===== src/design/mcu_glue_pkg_end.sv =====
`timescale 1ns/100ps


===== src/design/mcu_glue_pkg.sv =====
package mcu_glue_pkg;
	localparam int ADDR_W = 18;
	localparam int REG_AW = 10;
	localparam int DATA_W = 8;
	// global map
	localparam logic [17:0] REG_LO = 18'h0_0000;
	localparam logic [17:0] REG_HI = 18'h0_03ff;
	localparam logic [17:0] INFO_LO = 18'h0_0400;
	localparam logic [17:0] INFO_HI = 18'h0_047f;
	localparam logic [17:0] RAM_LO = 18'h0_0800;
	localparam logic [17:0] RAM_BASE_M1 = 18'h0_07ff;
	localparam logic [18:0] FLASH_TOP_P1 = 19'h4_0000;
	localparam logic [17:0] FLASH_END = 18'h3_ffff;
	localparam logic [17:0] FLASH_SPACE_LO = 18'h1_0000;
	localparam logic [17:0] RAM_SIZE_DEF = 18'h0_0800;
	localparam logic [17:0] FLASH_SIZE_DEF = 18'h0_8000;
	// register offsets
	localparam logic [9:0] OFS_MODE = 10'h00b;
	localparam logic [9:0] OFS_MMC = 10'h013;
	localparam logic [9:0] OFS_ID_H = 10'h01a;
	localparam logic [9:0] OFS_ID_L = 10'h01b;
	localparam logic [9:0] OFS_CLK = 10'h030;
	localparam logic [9:0] OFS_PRESC = 10'h031;
	localparam logic [9:0] OFS_STAT = 10'h032;
	// field positions
	localparam int MODE_BIT = 7;
	localparam int INFO_EN_BIT = 0;
	localparam int CLK_OSC_BIT = 0;
	localparam int CLK_MON_BIT = 1;
	localparam int CLK_FRZ_BIT = 2;
	localparam int ST_INFO_BIT = 0;
	localparam int ST_MODE_BIT = 1;
	localparam int ST_BDM_BIT = 2;
	localparam int ST_DBG_BIT = 3;
	localparam int ST_SEC_BIT = 4;
	localparam int ST_STOP_BIT = 5;
	localparam int ID_FAM_MAJ_LSB = 12;
	localparam int ID_FAM_MIN_LSB = 8;
	localparam int ID_REV_MAJ_LSB = 4;
	localparam int ID_REV_MIN_LSB = 0;
	// reset values
	localparam logic [7:0] PRESC_RST = 8'h13;
	localparam logic [7:0] CLK_RST = 8'h00;
	localparam logic [7:0] ZERO8 = 8'h00;
	// timing
	localparam int CLK_PERIOD_NS = 5;
	localparam int OSC_TIMEOUT_NS = 100000;
	localparam int OSC_TIMEOUT_CYC = OSC_TIMEOUT_NS / CLK_PERIOD_NS;
	typedef enum logic {PWR_RUN, PWR_STOP} pwr_t;
endpackage


===== src/design/sysctl_if.sv =====
`timescale 1ns/100ps
`default_nettype none
interface sysctl_if;
	logic mon_en;
	logic osc_timeout;
	logic tick;
	logic [7:0] presc;
	modport ctl(output mon_en, output presc, input osc_timeout, input tick);
	modport mon(input mon_en, output osc_timeout);
	modport tb(input presc, output tick);
endinterface
`default_nettype wire


===== src/design/mcu_glue.sv =====
// Function
// - reserved info window: writes ignored, reads return zero
// - factory info area mapped 0x400-0x47F only while enable bit is one
// - RAM decoded from 0x0800 to 0x07FF plus RAM size
// - flash decoded from 0x40000 minus flash size up to 0x3FFFF
// - access to unimplemented flash page raises illegal-address reset
// - part identity readable as two read-only bytes at 0x1A and 0x1B
// - identity fields: family major, family minor, mask major, mask minor
// - mode strap captured into mode bit as reset releases
// - strap one selects normal single-chip, zero selects special single-chip
// - mode bit shows current mode, software may only make limited changes
// - normal mode fetches from on-chip memory via reset vector
// - special mode activates background debug and on-chip monitor
// - debug enable depends on mode and security state
// - stop instruction enters stop mode
// - stop ends on reset, die link interrupt or unmasked interrupt
// - core and bus clock source selectable between loop and oscillator
// - flash time base derived from bus clock
// - oscillator monitor issues reset on timeout when enabled
// - freeze-capable modules hold status while debug active and freeze on
`timescale 1ns/100ps
`default_nettype none
module mcu_glue #(
	parameter logic [17:0] RAM_SIZE = mcu_glue_pkg::RAM_SIZE_DEF,
	parameter logic [17:0] FLASH_SIZE = mcu_glue_pkg::FLASH_SIZE_DEF,
	// identity values are arbitrary
	parameter logic [3:0] FAM_MAJOR = 4'h5,
	parameter logic [3:0] FAM_MINOR = 4'ha,
	parameter logic [3:0] REV_MAJOR = 4'h2,
	parameter logic [3:0] REV_MINOR = 4'h1,
	parameter int OSC_TIMEOUT_CYC = mcu_glue_pkg::OSC_TIMEOUT_CYC
) (
	input wire logic clk_sys,
	input wire logic rst,
	input wire logic mode_strap_bit,
	input wire logic osc_alive_pin,
	input wire logic die_link_interrupt_input,
	input wire logic irq_unmasked,
	input wire logic stop_exec,
	input wire logic secure_state,
	input wire logic [9:0] reg_addr,
	input wire logic [7:0] reg_wdata,
	input wire logic reg_wr,
	input wire logic reg_rd,
	output logic [7:0] reg_rdata,
	input wire logic [17:0] bus_addr,
	input wire logic bus_valid,
	input wire logic bus_write,
	output logic sel_periph,
	output logic sel_info,
	output logic sel_ram,
	output logic sel_flash,
	output logic sel_zero,
	output logic illegal_addr_reset,
	output logic osc_mon_reset,
	output logic sys_reset_req,
	output logic mode_normal,
	output logic fetch_internal,
	output logic bdm_active,
	output logic run_monitor,
	output logic debug_enable,
	output logic stop_mode,
	output logic core_clk_run,
	output logic clk_src_osc,
	output logic flash_tick,
	output logic freeze
);
	localparam logic [17:0] RAM_HI = mcu_glue_pkg::RAM_BASE_M1 + RAM_SIZE;
	localparam logic [18:0] FLASH_LO_W = mcu_glue_pkg::FLASH_TOP_P1 - {1'b0, FLASH_SIZE};
	localparam logic [17:0] FLASH_LO = FLASH_LO_W[17:0];
	localparam logic [15:0] PART_ID = {FAM_MAJOR, FAM_MINOR, REV_MAJOR, REV_MINOR};

	sysctl_if ctl_bus();

	// pin synchronisers
	logic [1:0] strap_sync_ff;
	logic [1:0] link_int_sync_ff;
	logic strap_q;
	logic link_int_q;

	// strap keeps sampling through reset so its value is settled at release
	always_ff @(posedge clk_sys) begin
		strap_sync_ff <= {strap_sync_ff[0], mode_strap_bit};
	end

	always_ff @(posedge clk_sys) begin
		if (rst) begin
			link_int_sync_ff <= 2'h0;
		end else begin
			link_int_sync_ff <= {link_int_sync_ff[0], die_link_interrupt_input};
		end
	end
	assign strap_q = strap_sync_ff[1];
	assign link_int_q = link_int_sync_ff[1];

	// reset release detection
	logic in_reset_ff;
	logic rst_release;

	always_ff @(posedge clk_sys) begin
		if (rst) begin
			in_reset_ff <= 1'b1;
		end else begin
			in_reset_ff <= 1'b0;
		end
	end
	assign rst_release = in_reset_ff && !rst;

	// register write decode
	logic wr_mode;
	logic wr_mmc;
	logic wr_clk;
	logic wr_presc;

	assign wr_mode = reg_wr && (reg_addr == mcu_glue_pkg::OFS_MODE);
	assign wr_mmc = reg_wr && (reg_addr == mcu_glue_pkg::OFS_MMC);
	assign wr_clk = reg_wr && (reg_addr == mcu_glue_pkg::OFS_CLK);
	assign wr_presc = reg_wr && (reg_addr == mcu_glue_pkg::OFS_PRESC);

	// operating mode
	logic mode_ff;
	logic mode_lock_ff;
	logic nxt_mode;

	always_comb begin
		nxt_mode = mode_ff;
		if (rst_release) begin
			nxt_mode = strap_q;
		end else if (wr_mode && !mode_lock_ff && !mode_ff) begin
			// only special to normal, once; never back to special
			nxt_mode = reg_wdata[mcu_glue_pkg::MODE_BIT];
		end
	end

	always_ff @(posedge clk_sys) begin
		if (rst) begin
			mode_ff <= 1'b1;
		end else begin
			mode_ff <= nxt_mode;
		end
	end

	always_ff @(posedge clk_sys) begin
		if (rst) begin
			mode_lock_ff <= 1'b0;
		end else if (wr_mode) begin
			mode_lock_ff <= 1'b1;
		end
	end

	// memory map control
	logic info_window_enable;

	always_ff @(posedge clk_sys) begin
		if (rst) begin
			info_window_enable <= 1'b0;
		end else if (wr_mmc) begin
			info_window_enable <= reg_wdata[mcu_glue_pkg::INFO_EN_BIT];
		end
	end

	// clock control
	logic [7:0] clk_ctl_ff;
	logic [7:0] presc_ff;

	always_ff @(posedge clk_sys) begin
		if (rst) begin
			clk_ctl_ff <= mcu_glue_pkg::CLK_RST;
		end else if (wr_clk) begin
			clk_ctl_ff <= reg_wdata;
		end
	end

	always_ff @(posedge clk_sys) begin
		if (rst) begin
			presc_ff <= mcu_glue_pkg::PRESC_RST;
		end else if (wr_presc) begin
			presc_ff <= reg_wdata;
		end
	end

	assign clk_src_osc = clk_ctl_ff[mcu_glue_pkg::CLK_OSC_BIT];
	assign ctl_bus.mon_en = clk_ctl_ff[mcu_glue_pkg::CLK_MON_BIT];
	assign ctl_bus.presc = presc_ff;

	osc_monitor #(
		.TIMEOUT_CYC(OSC_TIMEOUT_CYC)
	) u_osc_monitor (
		.clk_sys(clk_sys),
		.rst(rst),
		.osc_alive_pin(osc_alive_pin),
		.ctl(ctl_bus.mon)
	);

	flash_timebase u_flash_timebase (
		.clk_sys(clk_sys),
		.rst(rst),
		.ctl(ctl_bus.tb)
	);

	assign flash_tick = ctl_bus.tick;

	// power state
	mcu_glue_pkg::pwr_t pwr_ff;
	mcu_glue_pkg::pwr_t nxt_pwr;

	always_comb begin
		nxt_pwr = pwr_ff;
		unique case (pwr_ff)
			mcu_glue_pkg::PWR_RUN: begin
				if (stop_exec) begin
					nxt_pwr = mcu_glue_pkg::PWR_STOP;
				end
			end
			mcu_glue_pkg::PWR_STOP: begin
				if (link_int_q || irq_unmasked) begin
					nxt_pwr = mcu_glue_pkg::PWR_RUN;
				end
			end
		endcase
	end

	always_ff @(posedge clk_sys) begin
		if (rst) begin
			pwr_ff <= mcu_glue_pkg::PWR_RUN;
		end else begin
			pwr_ff <= nxt_pwr;
		end
	end

	assign stop_mode = (pwr_ff == mcu_glue_pkg::PWR_STOP);
	assign core_clk_run = !stop_mode;

	// chip mode effects
	assign mode_normal = mode_ff;
	assign fetch_internal = mode_ff && !rst;
	assign bdm_active = !mode_ff && !rst;
	assign run_monitor = bdm_active;
	assign debug_enable = !mode_ff || !secure_state;
	assign freeze = bdm_active && clk_ctl_ff[mcu_glue_pkg::CLK_FRZ_BIT];

	// global address decode
	logic in_reg;
	logic in_info;
	logic in_ram;
	logic in_flash;
	logic in_flash_gap;

	assign in_reg = (bus_addr <= mcu_glue_pkg::REG_HI);
	assign in_info = (bus_addr >= mcu_glue_pkg::INFO_LO) && (bus_addr <= mcu_glue_pkg::INFO_HI);
	assign in_ram = (bus_addr >= mcu_glue_pkg::RAM_LO) && (bus_addr <= RAM_HI);
	assign in_flash = (bus_addr >= FLASH_LO) && (bus_addr <= mcu_glue_pkg::FLASH_END);
	assign in_flash_gap = (bus_addr >= mcu_glue_pkg::FLASH_SPACE_LO) && (bus_addr < FLASH_LO);

	assign sel_periph = bus_valid && in_reg;
	assign sel_info = bus_valid && in_info && info_window_enable;
	assign sel_ram = bus_valid && in_ram;
	assign sel_flash = bus_valid && in_flash;
	// unmapped reads outside the flash gap and reserved reads answer zero, writes reach no target
	assign sel_zero = bus_valid && !bus_write && !sel_periph && !sel_info && !sel_ram
		&& !sel_flash && !in_flash_gap;

	// illegal address reset
	logic illegal_ff;

	always_ff @(posedge clk_sys) begin
		if (rst) begin
			illegal_ff <= 1'b0;
		end else begin
			illegal_ff <= bus_valid && in_flash_gap;
		end
	end

	logic osc_rst_ff;

	always_ff @(posedge clk_sys) begin
		if (rst) begin
			osc_rst_ff <= 1'b0;
		end else begin
			osc_rst_ff <= ctl_bus.osc_timeout;
		end
	end

	assign illegal_addr_reset = illegal_ff;
	assign osc_mon_reset = osc_rst_ff;
	assign sys_reset_req = illegal_ff || osc_rst_ff;

	// register read path
	logic [7:0] status;
	logic [7:0] rd_mux;
	logic [7:0] reg_rdata_ff;

	always_comb begin
		status = mcu_glue_pkg::ZERO8;
		status[mcu_glue_pkg::ST_INFO_BIT] = info_window_enable;
		status[mcu_glue_pkg::ST_MODE_BIT] = mode_ff;
		status[mcu_glue_pkg::ST_BDM_BIT] = bdm_active;
		status[mcu_glue_pkg::ST_DBG_BIT] = debug_enable;
		status[mcu_glue_pkg::ST_SEC_BIT] = secure_state;
		status[mcu_glue_pkg::ST_STOP_BIT] = stop_mode;
	end

	always_comb begin
		rd_mux = mcu_glue_pkg::ZERO8;
		unique case (reg_addr)
			mcu_glue_pkg::OFS_MODE: begin
				rd_mux[mcu_glue_pkg::MODE_BIT] = mode_ff;
			end
			mcu_glue_pkg::OFS_MMC: begin
				rd_mux[mcu_glue_pkg::INFO_EN_BIT] = info_window_enable;
			end
			mcu_glue_pkg::OFS_ID_H: begin
				rd_mux = {PART_ID[mcu_glue_pkg::ID_FAM_MAJ_LSB +: 4], PART_ID[mcu_glue_pkg::ID_FAM_MIN_LSB +: 4]};
			end
			mcu_glue_pkg::OFS_ID_L: begin
				rd_mux = {PART_ID[mcu_glue_pkg::ID_REV_MAJ_LSB +: 4], PART_ID[mcu_glue_pkg::ID_REV_MIN_LSB +: 4]};
			end
			mcu_glue_pkg::OFS_CLK: begin
				rd_mux = clk_ctl_ff;
			end
			mcu_glue_pkg::OFS_PRESC: begin
				rd_mux = presc_ff;
			end
			mcu_glue_pkg::OFS_STAT: begin
				rd_mux = status;
			end
			default: begin
				rd_mux = mcu_glue_pkg::ZERO8;
			end
		endcase
	end

	always_ff @(posedge clk_sys) begin
		if (rst) begin
			reg_rdata_ff <= mcu_glue_pkg::ZERO8;
		end else if (reg_rd) begin
			reg_rdata_ff <= rd_mux;
		end else begin
			reg_rdata_ff <= mcu_glue_pkg::ZERO8;
		end
	end

	assign reg_rdata = reg_rdata_ff;
endmodule
`default_nettype wire


===== src/design/osc_monitor.sv =====
`timescale 1ns/100ps
`default_nettype none
module osc_monitor #(
	parameter int TIMEOUT_CYC = mcu_glue_pkg::OSC_TIMEOUT_CYC
) (
	input wire logic clk_sys,
	input wire logic rst,
	input wire logic osc_alive_pin,
	sysctl_if.mon ctl
);
	logic [2:0] sync_ff;
	logic [31:0] cnt_ff;
	logic edge_seen;
	assign edge_seen = sync_ff[2] ^ sync_ff[1];
	always_ff @(posedge clk_sys) begin
		if (rst) begin
			sync_ff <= 3'h0;
		end else begin
			sync_ff <= {sync_ff[1:0], osc_alive_pin};
		end
	end
	// counter restarts on every oscillator edge; fires once at timeout
	always_ff @(posedge clk_sys) begin
		if (rst || !ctl.mon_en || edge_seen) begin
			cnt_ff <= 32'h0;
		end else if (cnt_ff < 32'(TIMEOUT_CYC)) begin
			cnt_ff <= cnt_ff + 32'h1;
		end
	end
	assign ctl.osc_timeout = ctl.mon_en && !edge_seen && (cnt_ff == 32'(TIMEOUT_CYC) - 32'h1);
endmodule
`default_nettype wire


===== src/design/flash_timebase.sv =====
`timescale 1ns/100ps
`default_nettype none
module flash_timebase (
	input wire logic clk_sys,
	input wire logic rst,
	sysctl_if.tb ctl
);
	logic [7:0] cnt_ff;
	// divides the bus clock into the program/erase time base
	always_ff @(posedge clk_sys) begin
		if (rst) begin
			cnt_ff <= mcu_glue_pkg::ZERO8;
		end else if (cnt_ff == mcu_glue_pkg::ZERO8) begin
			cnt_ff <= ctl.presc;
		end else begin
			cnt_ff <= cnt_ff - 8'h01;
		end
	end
	assign ctl.tick = (cnt_ff == mcu_glue_pkg::ZERO8) && !rst;
endmodule
`default_nettype wire


===== config.mk =====
export PLATFORM = sky130hd
export DESIGN_NAME = mcu_glue
export DESIGN_NICKNAME = d
export VERILOG_FILES = /design/src/design/mcu_glue_pkg_end.sv /design/src/design/mcu_glue_pkg.sv /design/src/design/sysctl_if.sv /design/src/design/mcu_glue.sv /design/src/design/osc_monitor.sv /design/src/design/flash_timebase.sv
export SDC_FILE = /design/constraint.sdc
export NUM_CORES = 1
export LEC_CHECK = 0
export BUFFER_PORTS_ARGS = -buffer_cell sky130_fd_sc_hd__buf_2
export CORE_MARGIN = 1.5
export CORE_UTILIZATION = 52
export CTS_BUF_LIST = sky130_fd_sc_hd__clkbuf_4
export DETAILED_ROUTE_END_ITERATION = 6
export PLACE_DENSITY = 0.87
export SYNTH_ARGS = -nofsm -noshare
export SYNTH_HDL_FRONTEND = slang
export SYNTH_SLANG_ARGS = --single-unit

===== constraint.sdc =====
create_clock -name clk_sys -period 2.4 [get_ports clk_sys]
set_input_delay 0 -clock clk_sys [delete_from_list [all_inputs] [get_ports clk_sys]]
set_output_delay 0 -clock clk_sys [all_outputs]
set_load 0.005 [all_outputs]

==> impl_metrics.csv <==
group,metric,value,unit
drt,num_vias,2940,
drt,avgViaCountPerCell,5.56,
sta,fin_crit,2.06,ns
sta,setup_ws,0.344,ns
global_route,grtUsageTotal,0.233,
sta,timing.final.crit_share,0.857,
logic_synthesis,yosysSeqAreaShare,0.468,
sta,max_slew_margin,0.646,
power_and_ir_drop,leakagePower,0.00179,uW
critical_path,r2r-end,"u_osc_monitor.cnt_ff[3]",
logic_synthesis,synth_area,0.00333,mm^2
floorplanning,rows,28,
critical_path,ff2ff_path_depth,5,
sta,timing.setup.tns,0,ns
cells_and_area,area_growth_syn_to_layout,22.4,%
clock_network,cts_buffer_depth,2,
sta,report.final.slew_viol_count,0,
floorplanning,die-height,83.1,um
critical_path,worst-path-max-fanout,8,
global_route,antenna_found_initial,0,
critical_path,r2r-start,"u_osc_monitor.cnt_ff[5]",
place,place_area,0.00374,mm^2
logic_synthesis,ys.flop_type,"dfxtp_1",
drt,wire_per_inst,14.2,um
clock_network,cts-resized-gates,0,
power_and_ir_drop,power.density,634,mW/mm^2
critical_path,path_class,"register to register",
sta,worst_hold_slack,0.0408,ns
sta,rsz0062_at_grt,"false",
critical_path,critical_path_arrival,2.41,ns
logic_synthesis,async_flop_share,0,
floorplanning,dieArea,0.00690,mm^2
drt,postRouteAntennaNets,0,
outcome,status,"complete, no violations",
min_path,hold_depth,4,
clock_network,cts.htree.levels,3,
critical_path,r2r_slack,0.34,ns
drt,drtPass1Iterations,4,
min_path,min_path_type,"input pin to register",
floorplanning,ios,74,
clock_network,clk_latency,0.42,ns
clock_network,cts_tree,"built",
cells_and_area,fillers,444,
drt,initialDrtViolationCount,234,
logic_synthesis,synth_area_per_cell,9.21,um^2
global_route,grt_max_degree,41,
power_and_ir_drop,swShare,0.279,
critical_path,critPathCaptureType,"register",
floorplanning,initial_core_util,0.550,
sta,max_slew.worst_pin.slew,0.526,ns
critical_path,cp.required,2.75,ns
cells_and_area,layout-drive-gt1-share,0.225,
floorplanning,die_x,83.1,um
power_and_ir_drop,switchingPower,721,uW
logic_synthesis,ys_ff_latch,78,
run,maxCapViolCount,0,
min_path,hold_path_end,"reg_rdata[1]",
logic_synthesis,synthCells,362,
sta,max_freq,486,MHz
drt,finalWirelength,7530,um
cells_and_area,utilization,0.673,
sta,hold_violations,0,
logic_synthesis,yosysWarnings,0,
clock_network,cts_made_buffers,9,
clock_network,root_buffer,"clkbuf_4",
global_route,overflow,0,
place,dp_hpwl,5170,um
cells_and_area,diodes,0,
clock_network,clock_sinks,78,
cells_and_area,mostFrequentLayoutCells,"dfxtp_1 (78), buf_2 (66), nor2_1 (53), mux2i_1 (23)",
logic_synthesis,yosys.cell_types.count,56,
global_route,grt_pass1_wl,13100,um
place,gp_congestion,0.874,
logic_synthesis,synth_edf_count,0,
power_and_ir_drop,ir_drop,0.000391,V
cells_and_area,final_area,0.00408,mm^2
power_and_ir_drop,power_frac_clock,0.303,
cells_and_area,layout_commonest_cell,"dfxtp_1",
power_and_ir_drop,pwr-share-seq,0.542,
sta,setup_violations,0,
global_route,grt_pass1_vias,2858,
cells_and_area,nets,500,
logic_synthesis,syn-num-nets,413,
critical_path,startpoint_type,"register",
floorplanning,fp.coreArea,0.00606,mm^2
power_and_ir_drop,comb_power_share,0.156,
power_and_ir_drop,p_int,1870,uW
place,pre_cts_ws,0.373,ns
drt,drc_errors,0,
place,io_buffer_count,66,
clock_network,clk_pin_slew,0.13,ns
sta,finClkSkew,0.0165,ns
min_path,min-delay-start,"reg_addr[8]",
## critical path: stages (launching register included)
cell	delay [ns]
dfxtp_1	0.39
nor4_1	0.44
o21ai_1	0.26
nor3_2	0.44
and4_1	0.28
mux2i_1	0.19
## synth_stat cells, drive strengths merged (2+ instances only)
library cell / number / area [um^2]
nand2b: 7 / 43.8
nand3: 12 / 60.1
nand2: 20 / 75.1
ha: 3 / 37.5
nor4: 9 / 71.3
dfxtp: 78 / 1560
buf: 4 / 21.3
o21ai: 7 / 35.0
nor2b: 8 / 50.1
a2bb2oi: 2 / 17.5
nor3b: 2 / 20.0
a31o: 3 / 26.3
a21o: 2 / 15.0
nand4: 6 / 37.5
nand3b: 4 / 30.0
a211oi: 7 / 52.6
nor4b: 4 / 50.1
xnor2: 8 / 70.1
clkbuf: 12 / 45.0
and4: 2 / 17.5
a31oi: 2 / 12.5
nor3: 9 / 50.1
or4b: 2 / 20.0
a22oi: 3 / 22.5
mux2: 2 / 22.5
mux2i: 23 / 230
inv: 12 / 45.0
nor2: 53 / 199
and2: 20 / 125
a41oi: 2 / 17.5
a211o: 4 / 35.0
or2: 2 / 12.5
and3: 3 / 18.8
a21oi: 12 / 60.1
## sequential cells by signal (all words and copies together) (netlist names), 2 cells and up
signal,cells
clk_ctl_ff,8
ctl_bus.presc,8
link_int_sync_ff,2
reg_rdata,8
strap_sync_ff,2
u_flash_timebase.cnt_ff,8
u_osc_monitor.cnt_ff,32
u_osc_monitor.sync_ff,3
## repair_timing
action	CTS	global route
hold buffers	20	0
endpoints found under the hold margin	29	0
setup buffers	0	0
## layer usage
| metal | track usage | share of wire | vias to the layer above | wire length, um |
|---|---|---|---|---|
| met4 | 0.102 | 0.031 | 0 | 237 |
| met1 | 0.289 | 0.43 | 1351 | 3270 |
| li1 | - | - | 1449 | - |
| met5 | 0 | 0 | - | 0 |
| met2 | 0.382 | 0.47 | 119 | 3570 |
| met3 | 0.0586 | 0.060 | 21 | 451 |
## cell families after synthesis
group / count (synthesis) / synth area share
flip-flops: 78 / 0.468
multiplexers: 25 / 0.0758
AO/OA/AOI/OAI: 50 / 0.105
adder cells (fa/ha/maj): 3 / 0.0113
AND/OR/NAND/NOR: 169 / 0.282
buffers and inverters: 28 / 0.0334
XOR/XNOR: 9 / 0.0236
## how the worst max path moves through the flow
stage,startpoint,end,cells past startpoint
final,u_osc_monitor.cnt_ff[5],u_osc_monitor.cnt_ff[3],5
after global placement,u_osc_monitor.cnt_ff[5],u_osc_monitor.cnt_ff[7],5
after detailed placement,u_osc_monitor.cnt_ff[5],u_osc_monitor.cnt_ff[7],5
after CTS,u_osc_monitor.cnt_ff[5],u_osc_monitor.cnt_ff[7],5
after floorplan,u_osc_monitor.cnt_ff[5],u_osc_monitor.cnt_ff[7],5
after global routing,u_osc_monitor.cnt_ff[5],u_osc_monitor.cnt_ff[7],5
## layout make-up
class	instances	area (um^2)	area share
Multi-Input combinational cell	256	1660	0.407
Clock buffer	9	67.6	0.0166
Tap cell	75	93.8	0.0230
Sequential cell	78	1560	0.383
Timing Repair Buffer	92	576	0.141
Clock inverter	7	75.1	0.0184
Inverter	12	45.0	0.0110
## power groups by stage
stage                     sequential, uW  clock [uW]  combinational (uW)
after global routing                1410         856                 453
after global placement              1430           0                 353
after floorplan                     1420           0                 261
final                               1400         783                 402
after CTS                           1400         802                 402
after detailed placement            1430           0                 372
## metrics by stage
stage / cells / total power (uW)
5_1_grt: 529 / 2720
6_report: 529 / 2590
3_3_place_gp: 493 / 1780
3_5_place_dp: 493 / 1800
2_1_floorplan: 362 / 1680
4_1_cts: 529 / 2600
No activity file was read; power rests on OpenSTA's default activity.
